## src/rtl/sosc_pkg.sv

```systemverilog
package sosc_pkg;

  // ****************************************
  // widths and counts
  // ****************************************
  localparam int unsigned SOSC_BITS      = 8;
  localparam int unsigned SOSC_EVT_W     = 4;
  localparam logic [2:0]  SOSC_CNT_ZERO  = 3'h0;
  localparam logic [2:0]  SOSC_REJ_LIMIT = 3'h4;

  // ****************************************
  // register offsets (byte addresses)
  // ****************************************
  localparam logic [11:0] SOSC_STS_OFS  = 12'h000;
  localparam logic [11:0] SOSC_MASK_OFS = 12'h004;
  localparam logic [11:0] SOSC_OUT_OFS  = 12'h008;
  localparam logic [11:0] SOSC_FLT_OFS  = 12'h00c;

  // ****************************************
  // field positions in the fault register
  // ****************************************
  localparam int unsigned SOSC_FLT_UV_POS  = 8;
  localparam int unsigned SOSC_FLT_PIN_POS = 9;
  localparam int unsigned SOSC_FLT_REJ_POS = 10;
  localparam int unsigned SOSC_FLT_OFF_POS = 13;

  // ****************************************
  // reset values
  // ****************************************
  localparam logic [3:0]  SOSC_EVT_RST  = 4'h0;
  localparam logic [7:0]  SOSC_BYTE_RST = 8'h00;
  localparam logic [31:0] SOSC_WORD_RST = 32'h0000_0000;

  // ****************************************
  // types
  // ****************************************
  typedef enum logic [1:0] {
    SOSC_IDLE   = 2'b00,
    SOSC_SHIFT  = 2'b01,
    SOSC_COMMIT = 2'b11
  } sosc_state_e;

  typedef struct packed {
    logic forced_off;
    logic fault;
    logic rejected;
    logic accepted;
  } sosc_evt_s;

  typedef struct packed {
    logic cs_n;
    logic sclk;
    logic si;
  } sosc_spi_s;

endpackage : sosc_pkg

```

## src/rtl/sosc_top.sv

```systemverilog
// How it works
// [RL1] select low: start taking bits, drive serial output with top shift bit
// [RL2] select rising: copy shift register to latches only if count is multiple of 8
// [RL3] select high again: serial output returns to high impedance
// [RL4] host keeps shift clock high while select changes
// [RL5] select high: ignore clock and data, serial output stays high impedance
// [RL6] modulo counter per frame; wrong count discards transfer, latches unchanged
// [RL7] sample serial input on rising clock edge, most significant bit first
// [RL8] top bit out first, next bit after each falling clock edge
// [RL9] each clock shifts one bit in, all move on, last bit out
// [RL10] four rejected transfers switch all outputs off until next valid data
// [RL11] fault output low on any overtemperature flag or supply undervoltage
// [RL12] hot channel alone shuts down, restarts when cooled
// [RL13] high bit switches its channel on, low bit switches it off
// [RL14] disable low clears latches, outputs off until new data written
// [RL15] eight bit register, bit n drives channel n, first bit is bit 7
`timescale 1ns/1ps
`default_nettype none
module sosc_top (
  // clock and reset
  input  wire logic        sys_clk,
  input  wire logic        arst_n,
  // apb slave
  input  wire logic        psel,
  input  wire logic        penable,
  input  wire logic        pwrite,
  input  wire logic [11:0] paddr,
  input  wire logic [31:0] pwdata,
  output logic [31:0]      prdata,
  output logic             pready,
  output logic             pslverr,
  // serial link pins
  input  wire logic        cs_n,
  input  wire logic        sclk,
  input  wire logic        si,
  output logic             so_o,
  output logic             so_oe_n,
  // output stage
  input  wire logic        output_disable_n,
  input  wire logic [7:0]  ovt_flags,
  input  wire logic        uv_flag,
  output logic [7:0]       channel_outputs,
  // common fault pin, open drain
  input  wire logic        common_fault_i,
  output logic             common_fault_o,
  output logic             common_fault_oe_n,
  // interrupt
  output logic             irq
);

  // ****************************************
  // input synchronisers
  // ****************************************
  sosc_pkg::sosc_spi_s spi_s1_q, spi_s2_q, spi_d;
  logic [7:0]          ovt_s1_q, ovt_s2_q;
  logic                uv_s1_q, uv_s2_q;
  logic                pin_s1_q, pin_s2_q;
  logic                sclk_s3_q;
  logic                dis_rst_n;
  assign spi_d = {cs_n, sclk, si};
  always_ff @(posedge sys_clk or negedge arst_n) begin
    if (!arst_n) begin
      spi_s1_q  <= 3'h7;
      spi_s2_q  <= 3'h7;
      sclk_s3_q <= 1'b1;
      ovt_s1_q  <= sosc_pkg::SOSC_BYTE_RST;
      ovt_s2_q  <= sosc_pkg::SOSC_BYTE_RST;
      uv_s1_q   <= 1'b0;
      uv_s2_q   <= 1'b0;
      pin_s1_q  <= 1'b1;
      pin_s2_q  <= 1'b1;
    end else begin
      spi_s1_q  <= spi_d;
      spi_s2_q  <= spi_s1_q;
      sclk_s3_q <= spi_s2_q.sclk;
      ovt_s1_q  <= ovt_flags;
      ovt_s2_q  <= ovt_s1_q;
      uv_s1_q   <= uv_flag;
      uv_s2_q   <= uv_s1_q;
      pin_s1_q  <= common_fault_i;
      pin_s2_q  <= pin_s1_q;
    end
  end
  // disable pin clears latches at once
  assign dis_rst_n = arst_n & output_disable_n;

  // ****************************************
  // serial shift engine
  // ****************************************
  sosc_pkg::sosc_state_e state_q, state_d;
  logic [7:0] sreg_q, sreg_d;
  logic [2:0] cnt_q, cnt_d;
  logic       any_q, any_d;
  logic       so_q, so_d;
  logic       so_oe_n_q, so_oe_n_d;
  logic       rise_w, fall_w, valid_w;

  assign rise_w  = spi_s2_q.sclk & ~sclk_s3_q;
  assign fall_w  = ~spi_s2_q.sclk & sclk_s3_q;
  assign valid_w = (cnt_q == sosc_pkg::SOSC_CNT_ZERO) & any_q;
  always_comb begin
    state_d   = state_q;
    sreg_d    = sreg_q;
    cnt_d     = cnt_q;
    any_d     = any_q;
    so_d      = so_q;
    so_oe_n_d = so_oe_n_q;
    case (state_q)
      sosc_pkg::SOSC_IDLE: begin
        if (!spi_s2_q.cs_n) begin
          state_d   = sosc_pkg::SOSC_SHIFT;
          cnt_d     = sosc_pkg::SOSC_CNT_ZERO;
          any_d     = 1'b0;
          so_d      = sreg_q[7]; // RL1
          so_oe_n_d = 1'b0; // RL1
        end else begin
          so_oe_n_d = 1'b1; // RL5
        end
      end
      sosc_pkg::SOSC_SHIFT: begin
        if (spi_s2_q.cs_n) begin
          state_d   = sosc_pkg::SOSC_COMMIT;
          so_oe_n_d = 1'b1; // RL3
        end else if (rise_w) begin
          sreg_d = {sreg_q[6:0], spi_s2_q.si}; // RL7 RL9
          cnt_d  = cnt_q + 3'h1; // RL6
          any_d  = 1'b1;
        end else if (fall_w) begin
          so_d = sreg_q[7]; // RL8 RL9
        end
      end
      sosc_pkg::SOSC_COMMIT: begin
        state_d = sosc_pkg::SOSC_IDLE;
      end
      default: begin
        state_d   = sosc_pkg::SOSC_IDLE;
        so_oe_n_d = 1'b1;
      end
    endcase
  end
  always_ff @(posedge sys_clk or negedge arst_n) begin
    if (!arst_n) begin
      state_q   <= sosc_pkg::SOSC_IDLE;
      cnt_q     <= sosc_pkg::SOSC_CNT_ZERO;
      any_q     <= 1'b0;
      so_q      <= 1'b0;
      so_oe_n_q <= 1'b1;
    end else begin
      state_q   <= state_d;
      cnt_q     <= cnt_d;
      any_q     <= any_d;
      so_q      <= so_d;
      so_oe_n_q <= so_oe_n_d;
    end
  end
  always_ff @(posedge sys_clk or negedge dis_rst_n) begin
    if (!dis_rst_n) begin
      sreg_q <= sosc_pkg::SOSC_BYTE_RST; // RL14
    end else begin
      sreg_q <= sreg_d;
    end
  end
  assign so_o    = so_q;
  assign so_oe_n = so_oe_n_q;

  // ****************************************
  // output latches and protection
  // ****************************************
  logic [7:0] latch_q, latch_d;
  logic [7:0] chan_q, chan_d;
  logic [2:0] rej_q, rej_d;
  logic       off_q, off_d;
  logic       commit_w, fault_w;
  logic       fault_oe_n_q, fault_oe_n_d;
  assign commit_w = (state_q == sosc_pkg::SOSC_COMMIT);
  assign fault_w  = (|ovt_s2_q) | uv_s2_q; // RL11
  always_comb begin
    latch_d = latch_q;
    rej_d   = rej_q;
    off_d   = off_q;
    if (commit_w) begin
      if (valid_w) begin
        latch_d = sreg_q; // RL2 RL15
        rej_d   = sosc_pkg::SOSC_CNT_ZERO;
        off_d   = 1'b0; // RL10
      end else if (rej_q != sosc_pkg::SOSC_REJ_LIMIT) begin
        rej_d = rej_q + 3'h1; // RL6
        off_d = (rej_d == sosc_pkg::SOSC_REJ_LIMIT); // RL10
      end
    end
    // channel bit high means switched on; hot channels held off
    chan_d       = latch_q & ~ovt_s2_q & {8{~off_q}}; // RL12 RL13
    fault_oe_n_d = ~fault_w; // RL11
  end
  always_ff @(posedge sys_clk or negedge dis_rst_n) begin
    if (!dis_rst_n) begin
      latch_q <= sosc_pkg::SOSC_BYTE_RST; // RL14
      chan_q  <= sosc_pkg::SOSC_BYTE_RST; // RL14
    end else begin
      latch_q <= latch_d;
      chan_q  <= chan_d;
    end
  end
  always_ff @(posedge sys_clk or negedge arst_n) begin
    if (!arst_n) begin
      rej_q        <= sosc_pkg::SOSC_CNT_ZERO;
      off_q        <= 1'b0;
      fault_oe_n_q <= 1'b1;
    end else begin
      rej_q        <= rej_d;
      off_q        <= off_d;
      fault_oe_n_q <= fault_oe_n_d;
    end
  end
  assign channel_outputs   = chan_q;
  assign common_fault_o    = 1'b0;
  assign common_fault_oe_n = fault_oe_n_q;

  // ****************************************
  // apb registers and interrupt
  // ****************************************
  sosc_pkg::sosc_evt_s sts_q, sts_d, mask_q, mask_d, set_w;
  logic [31:0] rdata_q, rdata_d;
  logic        irq_q, irq_d;
  logic        setup_w, wr_w, hit_w;
  assign setup_w = psel & ~penable;
  assign wr_w    = psel & penable & pwrite;
  assign hit_w   = (paddr == sosc_pkg::SOSC_STS_OFS) | (paddr == sosc_pkg::SOSC_MASK_OFS) |
                   (paddr == sosc_pkg::SOSC_OUT_OFS) | (paddr == sosc_pkg::SOSC_FLT_OFS);
  always_comb begin
    set_w.accepted   = commit_w & valid_w;
    set_w.rejected   = commit_w & ~valid_w;
    set_w.fault      = fault_w;
    set_w.forced_off = off_d & ~off_q;
    sts_d   = sts_q;
    mask_d  = mask_q;
    rdata_d = rdata_q;
    if (wr_w && paddr == sosc_pkg::SOSC_STS_OFS) begin
      sts_d = sts_q & ~pwdata[3:0];
    end
    if (wr_w && paddr == sosc_pkg::SOSC_MASK_OFS) begin
      mask_d = pwdata[3:0];
    end
    // hardware set wins over a same-cycle clear
    sts_d = sts_d | set_w;
    if (setup_w) begin
      rdata_d = sosc_pkg::SOSC_WORD_RST;
      case (paddr)
        sosc_pkg::SOSC_STS_OFS:  rdata_d[3:0] = sts_q;
        sosc_pkg::SOSC_MASK_OFS: rdata_d[3:0] = mask_q;
        sosc_pkg::SOSC_OUT_OFS:  rdata_d[15:0] = {chan_q, latch_q};
        sosc_pkg::SOSC_FLT_OFS: begin
          rdata_d[7:0]                       = ovt_s2_q;
          rdata_d[sosc_pkg::SOSC_FLT_UV_POS]  = uv_s2_q;
          rdata_d[sosc_pkg::SOSC_FLT_PIN_POS] = pin_s2_q;
          rdata_d[sosc_pkg::SOSC_FLT_REJ_POS +: 3] = rej_q;
          rdata_d[sosc_pkg::SOSC_FLT_OFF_POS] = off_q;
        end
        default: rdata_d = sosc_pkg::SOSC_WORD_RST;
      endcase
    end
    irq_d = |(sts_q & mask_q);
  end
  always_ff @(posedge sys_clk or negedge arst_n) begin
    if (!arst_n) begin
      sts_q   <= sosc_pkg::SOSC_EVT_RST;
      mask_q  <= sosc_pkg::SOSC_EVT_RST;
      rdata_q <= sosc_pkg::SOSC_WORD_RST;
      irq_q   <= 1'b0;
    end else begin
      sts_q   <= sts_d;
      mask_q  <= mask_d;
      rdata_q <= rdata_d;
      irq_q   <= irq_d;
    end
  end
  assign prdata  = rdata_q;
  assign pready  = 1'b1;
  assign pslverr = psel & penable & ~hit_w;
  assign irq     = irq_q;
endmodule : sosc_top
`default_nettype wire

```

## config.mk

```make
export PLATFORM = sky130hd
export DESIGN_NAME = sosc_top
export DESIGN_NICKNAME = d
export VERILOG_FILES = /design/src/rtl/sosc_pkg.sv /design/src/rtl/sosc_top.sv
export SDC_FILE = /design/constraint.sdc
export NUM_CORES = 1
export LEC_CHECK = 0
export BUFFER_PORTS_ARGS = -buffer_cell sky130_fd_sc_hd__buf_2
export CELL_PAD_IN_SITES_DETAIL_PLACEMENT = 1
export CELL_PAD_IN_SITES_GLOBAL_PLACEMENT = 1
export CORE_ASPECT_RATIO = 0.6
export CORE_UTILIZATION = 35
export DETAILED_ROUTE_END_ITERATION = 8
export GPL_TIMING_DRIVEN = 0
export PLACE_DENSITY_LB_ADDON = 0.08
export SETUP_SLACK_MARGIN = 0.1
export SKIP_CTS_REPAIR_TIMING = 1
export SLEW_MARGIN = 15
export SYNTH_ARGS = -nofsm -noshare
export SYNTH_HDL_FRONTEND = slang
export SYNTH_SLANG_ARGS = --single-unit
export TNS_END_PERCENT = 100
```

## constraint.sdc

```tcl
create_clock -name sys_clk -period 3.9 [get_ports sys_clk]
set_clock_uncertainty 0.05 [all_clocks]
set_input_delay 0.39 -clock sys_clk [delete_from_list [all_inputs] [get_ports sys_clk]]
set_output_delay 0.39 -clock sys_clk [all_outputs]
set_load 0.03 [all_outputs]
```

* Yosys cells after proc, flatten, opt, wreduce, memory -nomap -nowiden
Index checks and enable logic that the tools add are counted.
** Storage, ports and cells
- Flip-flop bits (word level) :: 89
- Input bits :: 63
- Output and inout port bits :: 47
** Operators by class
- $add $sub $neg :: 2
- Equality and inequality tests :: 13
- Mux-type cells :: 28
- Bitwise gates (word level) :: 31
- Reduce and logical (&&, ||, !) cells :: 16
** Operator list (number)
- 12-bit by 4-bit == test with 1-bit output, second input constant :: 2
- 10-bit case mux with 2 select lines :: 1
- 8-bit AND :: 2
- 4-bit case mux with 4 select lines :: 1
- 3-bit two-way mux :: 5
- 12-bit by 3-bit == test with 1-bit output, second input constant :: 1
- 12-bit logical NOT :: 1
- 1-bit two-way mux :: 12
- 2-bit != test, second input constant :: 6
- 1-bit AND :: 11
- 1-bit inverter :: 9
- 4-bit AND :: 2
- 8-bit inverter :: 1
- 2-bit AND reduction :: 4
- 8-bit OR reduction :: 1
- 3-bit by 1-bit adder with 3-bit output, second input constant :: 2
- 2-bit two-way mux :: 3
- 3-bit case mux with 2 select lines :: 1
- 5-bit AND reduction :: 1
- 4-bit two-way mux :: 1
- 4-bit inverter :: 1
- 1-bit OR :: 4
- 4-bit OR :: 1
- 1-bit case mux with 2 select lines :: 2
- 13 further kinds :: 15

* Logic depth before layout (Yosys ltp)
- Word-level depth :: 7
- Gate-level depth with buffers :: 5
- Depth with buffers taken out :: 5

* Worst setup path before layout
Ideal clock, no wire load.
- Kind :: input-to-output
- Start point :: input port paddr[5]
- End point :: output port pslverr
- Data arrival time :: 1.545 ns
- Required time :: 3.460 ns
- Slack :: 1.915 ns
- Stages on the path :: 4
- Buffers on the path :: 1
- Path through :: or4_1 -> buf_4 -> nor3_1 -> nor2_1
** Between the ends
- Word-level cells in the longest chain between the ends :: 6
** RTL lines
- start: declaration :: line sosc_top.sv:27 : input wire logic [11:0] paddr,
- 12-bit by 3-bit == test with 1-bit output / 12-bit logical NOT (equally long branches) :: line sosc_top.sv:228 : assign hit_w = (paddr == sosc_pkg::SOSC_STS_OFS) | (paddr == sosc_pkg::SOSC_MASK_OFS) |
- 1-bit OR (2 in a row) :: line sosc_top.sv:228
- 1-bit OR * :: line sosc_top.sv:229 : (paddr == sosc_pkg::SOSC_OUT_OFS) | (paddr == sosc_pkg::SOSC_FLT_OFS);
- 1-bit inverter * :: line sosc_top.sv:279 : assign pslverr = psel & penable & ~hit_w;
- 1-bit AND * :: line sosc_top.sv:279
- end: declaration :: line sosc_top.sv:31 : output logic pslverr,
Every way passes the cells marked *; elsewhere a longest branch is shown, timed or not.

* Final worst setup path
Same ends and word-level chain as after synthesis.

==> flow_results.org <==
** Cells and area
- The library cell used most frequently in the layout, excluding fill and tap cells, is sky130_fd_sc_hd__dfrtp_1.
- Antenna fix cells :: 0
- Net count, final :: 417
- In the layout the commonest cells are sky130_fd_sc_hd__dfrtp_1, sky130_fd_sc_hd__buf_2, sky130_fd_sc_hd__mux2_2.
- Area growth from synthesis to final layout :: 23.55%
- Fraction of layout cells with a size suffix above 1 :: 41.53%

** Clock tree
- Skew-Pair Late Insertion Delay :: 0.33 ns
- The clock drives 89 sinks.
- Buffers inserted during clock tree synthesis total 9.
- Counting along the longest clock path gives a buffer depth of 2.
- The cell sitting at the root of the clock tree is a sky130_fd_sc_hd__clkbuf_16.
- TritonCTS clock tree :: done
- Clock slew seen by the registers of the worst setup and hold paths :: 0.06 ns
- The H-tree was split into 3 levels.

** Critical path
- FF-to-FF End :: latch_q[7]$_DFFE_PN0P_
- Reg-to-reg slack, setup :: 1.91 ns
- For the worst setup path, the data required time is 3.46 ns.
- At the worst endpoint, the arrival time is 1.81 ns.
- STA classifies the critical path endpoint as a primary output.
- Start point of the critical path :: paddr[5]
- Critical Path End :: pslverr
- Maximum fanout along the worst path :: 9
- Cell depth of the worst flop-to-flop path :: 5
- Class of the most critical setup path :: primary input to primary output
- Source of the worst register-to-register timing path :: cnt_q[0]$_DFFE_PN0P_
- Startpoint Class :: primary input

** Logic synthesis
- After synthesis, flip-flops and latches occupy 61.57% of the total area.
- #FFs+latches synth :: 89
- Post-Synthesis Mean Instance Area :: 14.11 µm²
- Number of synthesized flops with an enable pin :: 0
- Multiplexer share of the synthesized area :: 9.522%
- Share of the synthesized netlist area taken by xor and xnor gates :: less than 1%
- Largest family of logic cells by synthesized area :: simple AND/OR/NAND/NOR gates
- The cell area that synthesis handed to floorplanning was between 3000 and 4000 µm².
- Arithmetic-cell share of the synthesized area counting full adders, half adders and majority gates :: ~1.7%
- The synthesized netlist devotes 8.628% of its cell area to compound gates.
- Simple-Gate Fraction of Synth Area :: 12.41%
- Gate Count Post-Synth :: 258
- The synthesized netlist contains 49 unique library cells.
- In the synthesized netlist the async set-or-reset flop fraction comes to 100.0%.
- Prevailing post-synth register cell :: sky130_fd_sc_hd__dfrtp_1
- Yosys printed 0 warnings.

** Floorplanning
- The die is slightly above 80 µm tall.
- Number of standard-cell rows in the floorplan :: 28
- In this run the count of I/O pins placed on the die edge is between 100 and 150.
- Initial core utilization :: 36.45%
- Core box area :: 9985 µm²
- Total Die Area :: 10820 µm²
- Die outline width :: between 100 and 150 µm

** Global routing
- Pin count of the biggest net entering global routing :: 36
- Vias in the first global route :: 2365
- The first global-routing pass estimated 13.29 mm of wire.
- Combined global-route utilization of all metal layers :: 16.94%
- After global routing the overflow that remains totals 0.
- Initial antenna violation count :: 0

** Detailed routing
- After the first detailed-routing iteration, the DRC count stood at 97.
- The pre-antenna-repair detailed-routing pass consisted of 4 iterations.
- Routed wire length on met3 :: approximately 440 µm
- Routed WL :: ~8.5 mm
- Post-DR vias/cell :: 4.867
- Wire length on met1 :: 4.382 mm
- Residual DRC count :: 0
- Antenna violation net count after detailed routing :: 0
- Summing over every cut layer, the via total after detailed routing is 2380.
- The routed design uses around 3.6 mm of met2 wire.
- In this run the top signal layer used is met4.
- After detailed routing, the average wire length per cell comes to 17.31 µm.

** STA
- Setup repair after global routing left no endpoint under its margin.
- Max_slew headroom :: a little over two fifths
- Dividing the final minimum period by the clock period gives between 50% and 60%.
- Worst path setup slack after routing :: roughly 1.6 ns
- Final Slew Violations :: 0
- Subtracting the final worst setup slack from the clock period gives 2.254 ns.
- Total count of hold-check failures in the final report :: 0
- Setup violations remaining at the end of the flow were counted as 0.
- Maximum frequency from static timing analysis :: around 440 MHz
- For the final routed database, the setup TNS stands at 0 ns.
- For the pin with the worst max-slew slack, the measured transition is slightly below 0.9 ns.

** Placed design
- DP HPWL :: 6.283 mm
- Final GP Congestion :: 0.7552
- Prior to clock tree synthesis, the placed netlist has a worst setup slack of 1.518 ns.
- Input and output buffers added on the ports amount to 62.

** Flow run
- Max-cap violations in this run came to 0.

** Power
- Maximum resistive drop on vdd :: about 240 µV
- Power density of the placed cells :: 503.1 nW/µm²
- Leakage dissipation :: 2.191 nW

** Run status
- Result of the run :: finished, final reports clean

** Worst hold path
- The min-delay analysis places its worst path in the category primary input to register.
-- cell usage after synthesis, types with 7 or more instances --
library cell / instances / area share (%)
sky130_fd_sc_hd__dfrtp_1: 78 / 54
sky130_fd_sc_hd__buf_4: 19 / 3.9
sky130_fd_sc_hd__nor3b_1: 8 / 1.7
sky130_fd_sc_hd__mux2_2: 21 / 6.5
sky130_fd_sc_hd__and2_1: 11 / 1.9
sky130_fd_sc_hd__a221o_1: 10 / 2.8
sky130_fd_sc_hd__nand2_1: 7 / 0.72
sky130_fd_sc_hd__dfstp_2: 11 / 7.9
sky130_fd_sc_hd__inv_1: 8 / 0.83
-- cell families after synthesis --
| logic type | count (synthesis) |
|---|---|
| buf+inv | 34 |
| xor+xnor | 1 |
| compound gates | 39 |
| simple gates | 61 |
| fa+ha+maj | 5 |
| other cells | 2 |
| flops | 89 |
| mux | 27 |
-- cell type report --
cell class | instances | area [µm²]
Sequential cell | 89 | 2241
Clock inverter | 5 | 41.29
Inverter | 8 | 30.03
Tap cell | 135 | 168.9
Fill cell | 1071 | 5488
Timing Repair Buffer | 64 | 342.8
Multi-Input combinational cell | 151 | 1252
Clock buffer | 11 | 242.7
Buffer | 26 | 177.7
-- stage by stage --
step / power (W) / std cells / utilization, % / hold slack, ns / cell area [µm²]
floorplan: 0.001347 / 274 / - / 0.04441 / 3700
global placement: 0.001465 / 471 / 41.85 / 0.2822 / 4179
detailed placement: 0.001480 / 472 / 42.08 / 0.2863 / 4202
CTS: 0.002293 / 488 / 44.92 / -0.05716 / 4486
global route: 0.002378 / 489 / 45.04 / 0.07473 / 4497
finish: 0.002262 / 489 / 45.04 / 0.1037 / 4497
-- worst min-delay path by stage --
stage	from	endpoint	slack [ns]	cells past startpoint
final	cs_n	spi_s1_q[2]$_DFF_PN1_	0.10	1
after CTS	arst_n	prdata[9]$_DFFE_PN0P_	-0.06	1
after floorplan	arst_n	any_q$_DFFE_PN0P_	0.04	0
after global routing	common_fault_i	pin_s1_q$_DFF_PN1_	0.07	1
after detailed placement	ovt_s1_q[6]$_DFF_PN0_	ovt_s2_q[6]$_DFF_PN0_	0.29	0
after global placement	ovt_s1_q[5]$_DFF_PN0_	ovt_s2_q[5]$_DFF_PN0_	0.28	0
-- worst max-delay path: stages --
cell and delay, ns:
sky130_fd_sc_hd__buf_2 0.09, sky130_fd_sc_hd__or4_1 0.52, sky130_fd_sc_hd__buf_4 0.21, sky130_fd_sc_hd__nor3_1 0.31, sky130_fd_sc_hd__nor2_1 0.10, sky130_fd_sc_hd__buf_2 0.19
-- routing by layer --
metal / global-route usage, % / vias up
li1: - / 1093
met1: 24.97 / 1211
met4: 4.432 / 0
met5: 0 / -
met2: 23.91 / 68
met3: 5.243 / 8
-- power by group --
group	switching [W]	internal, W	leakage [nW]
Sequential	0.0000940	0.00103	1.12
Combinational	0.000190	0.000148	0.937
Clock	0.000350	0.000452	0.132
Total	0.000634	0.00163	2.19
-- sequential cells by signal (all words and copies together) (netlist names), 2 cells and up --
register	cells
rej_q	3
state_q	2
spi_s2_q	3
channel_outputs	8
mask_q	4
sts_q	4
ovt_s1_q	8
prdata	16
spi_s1_q	3
latch_q	8
cnt_q	3
ovt_s2_q	8
sreg_q	8
Power figures use the tool's default switching activity.
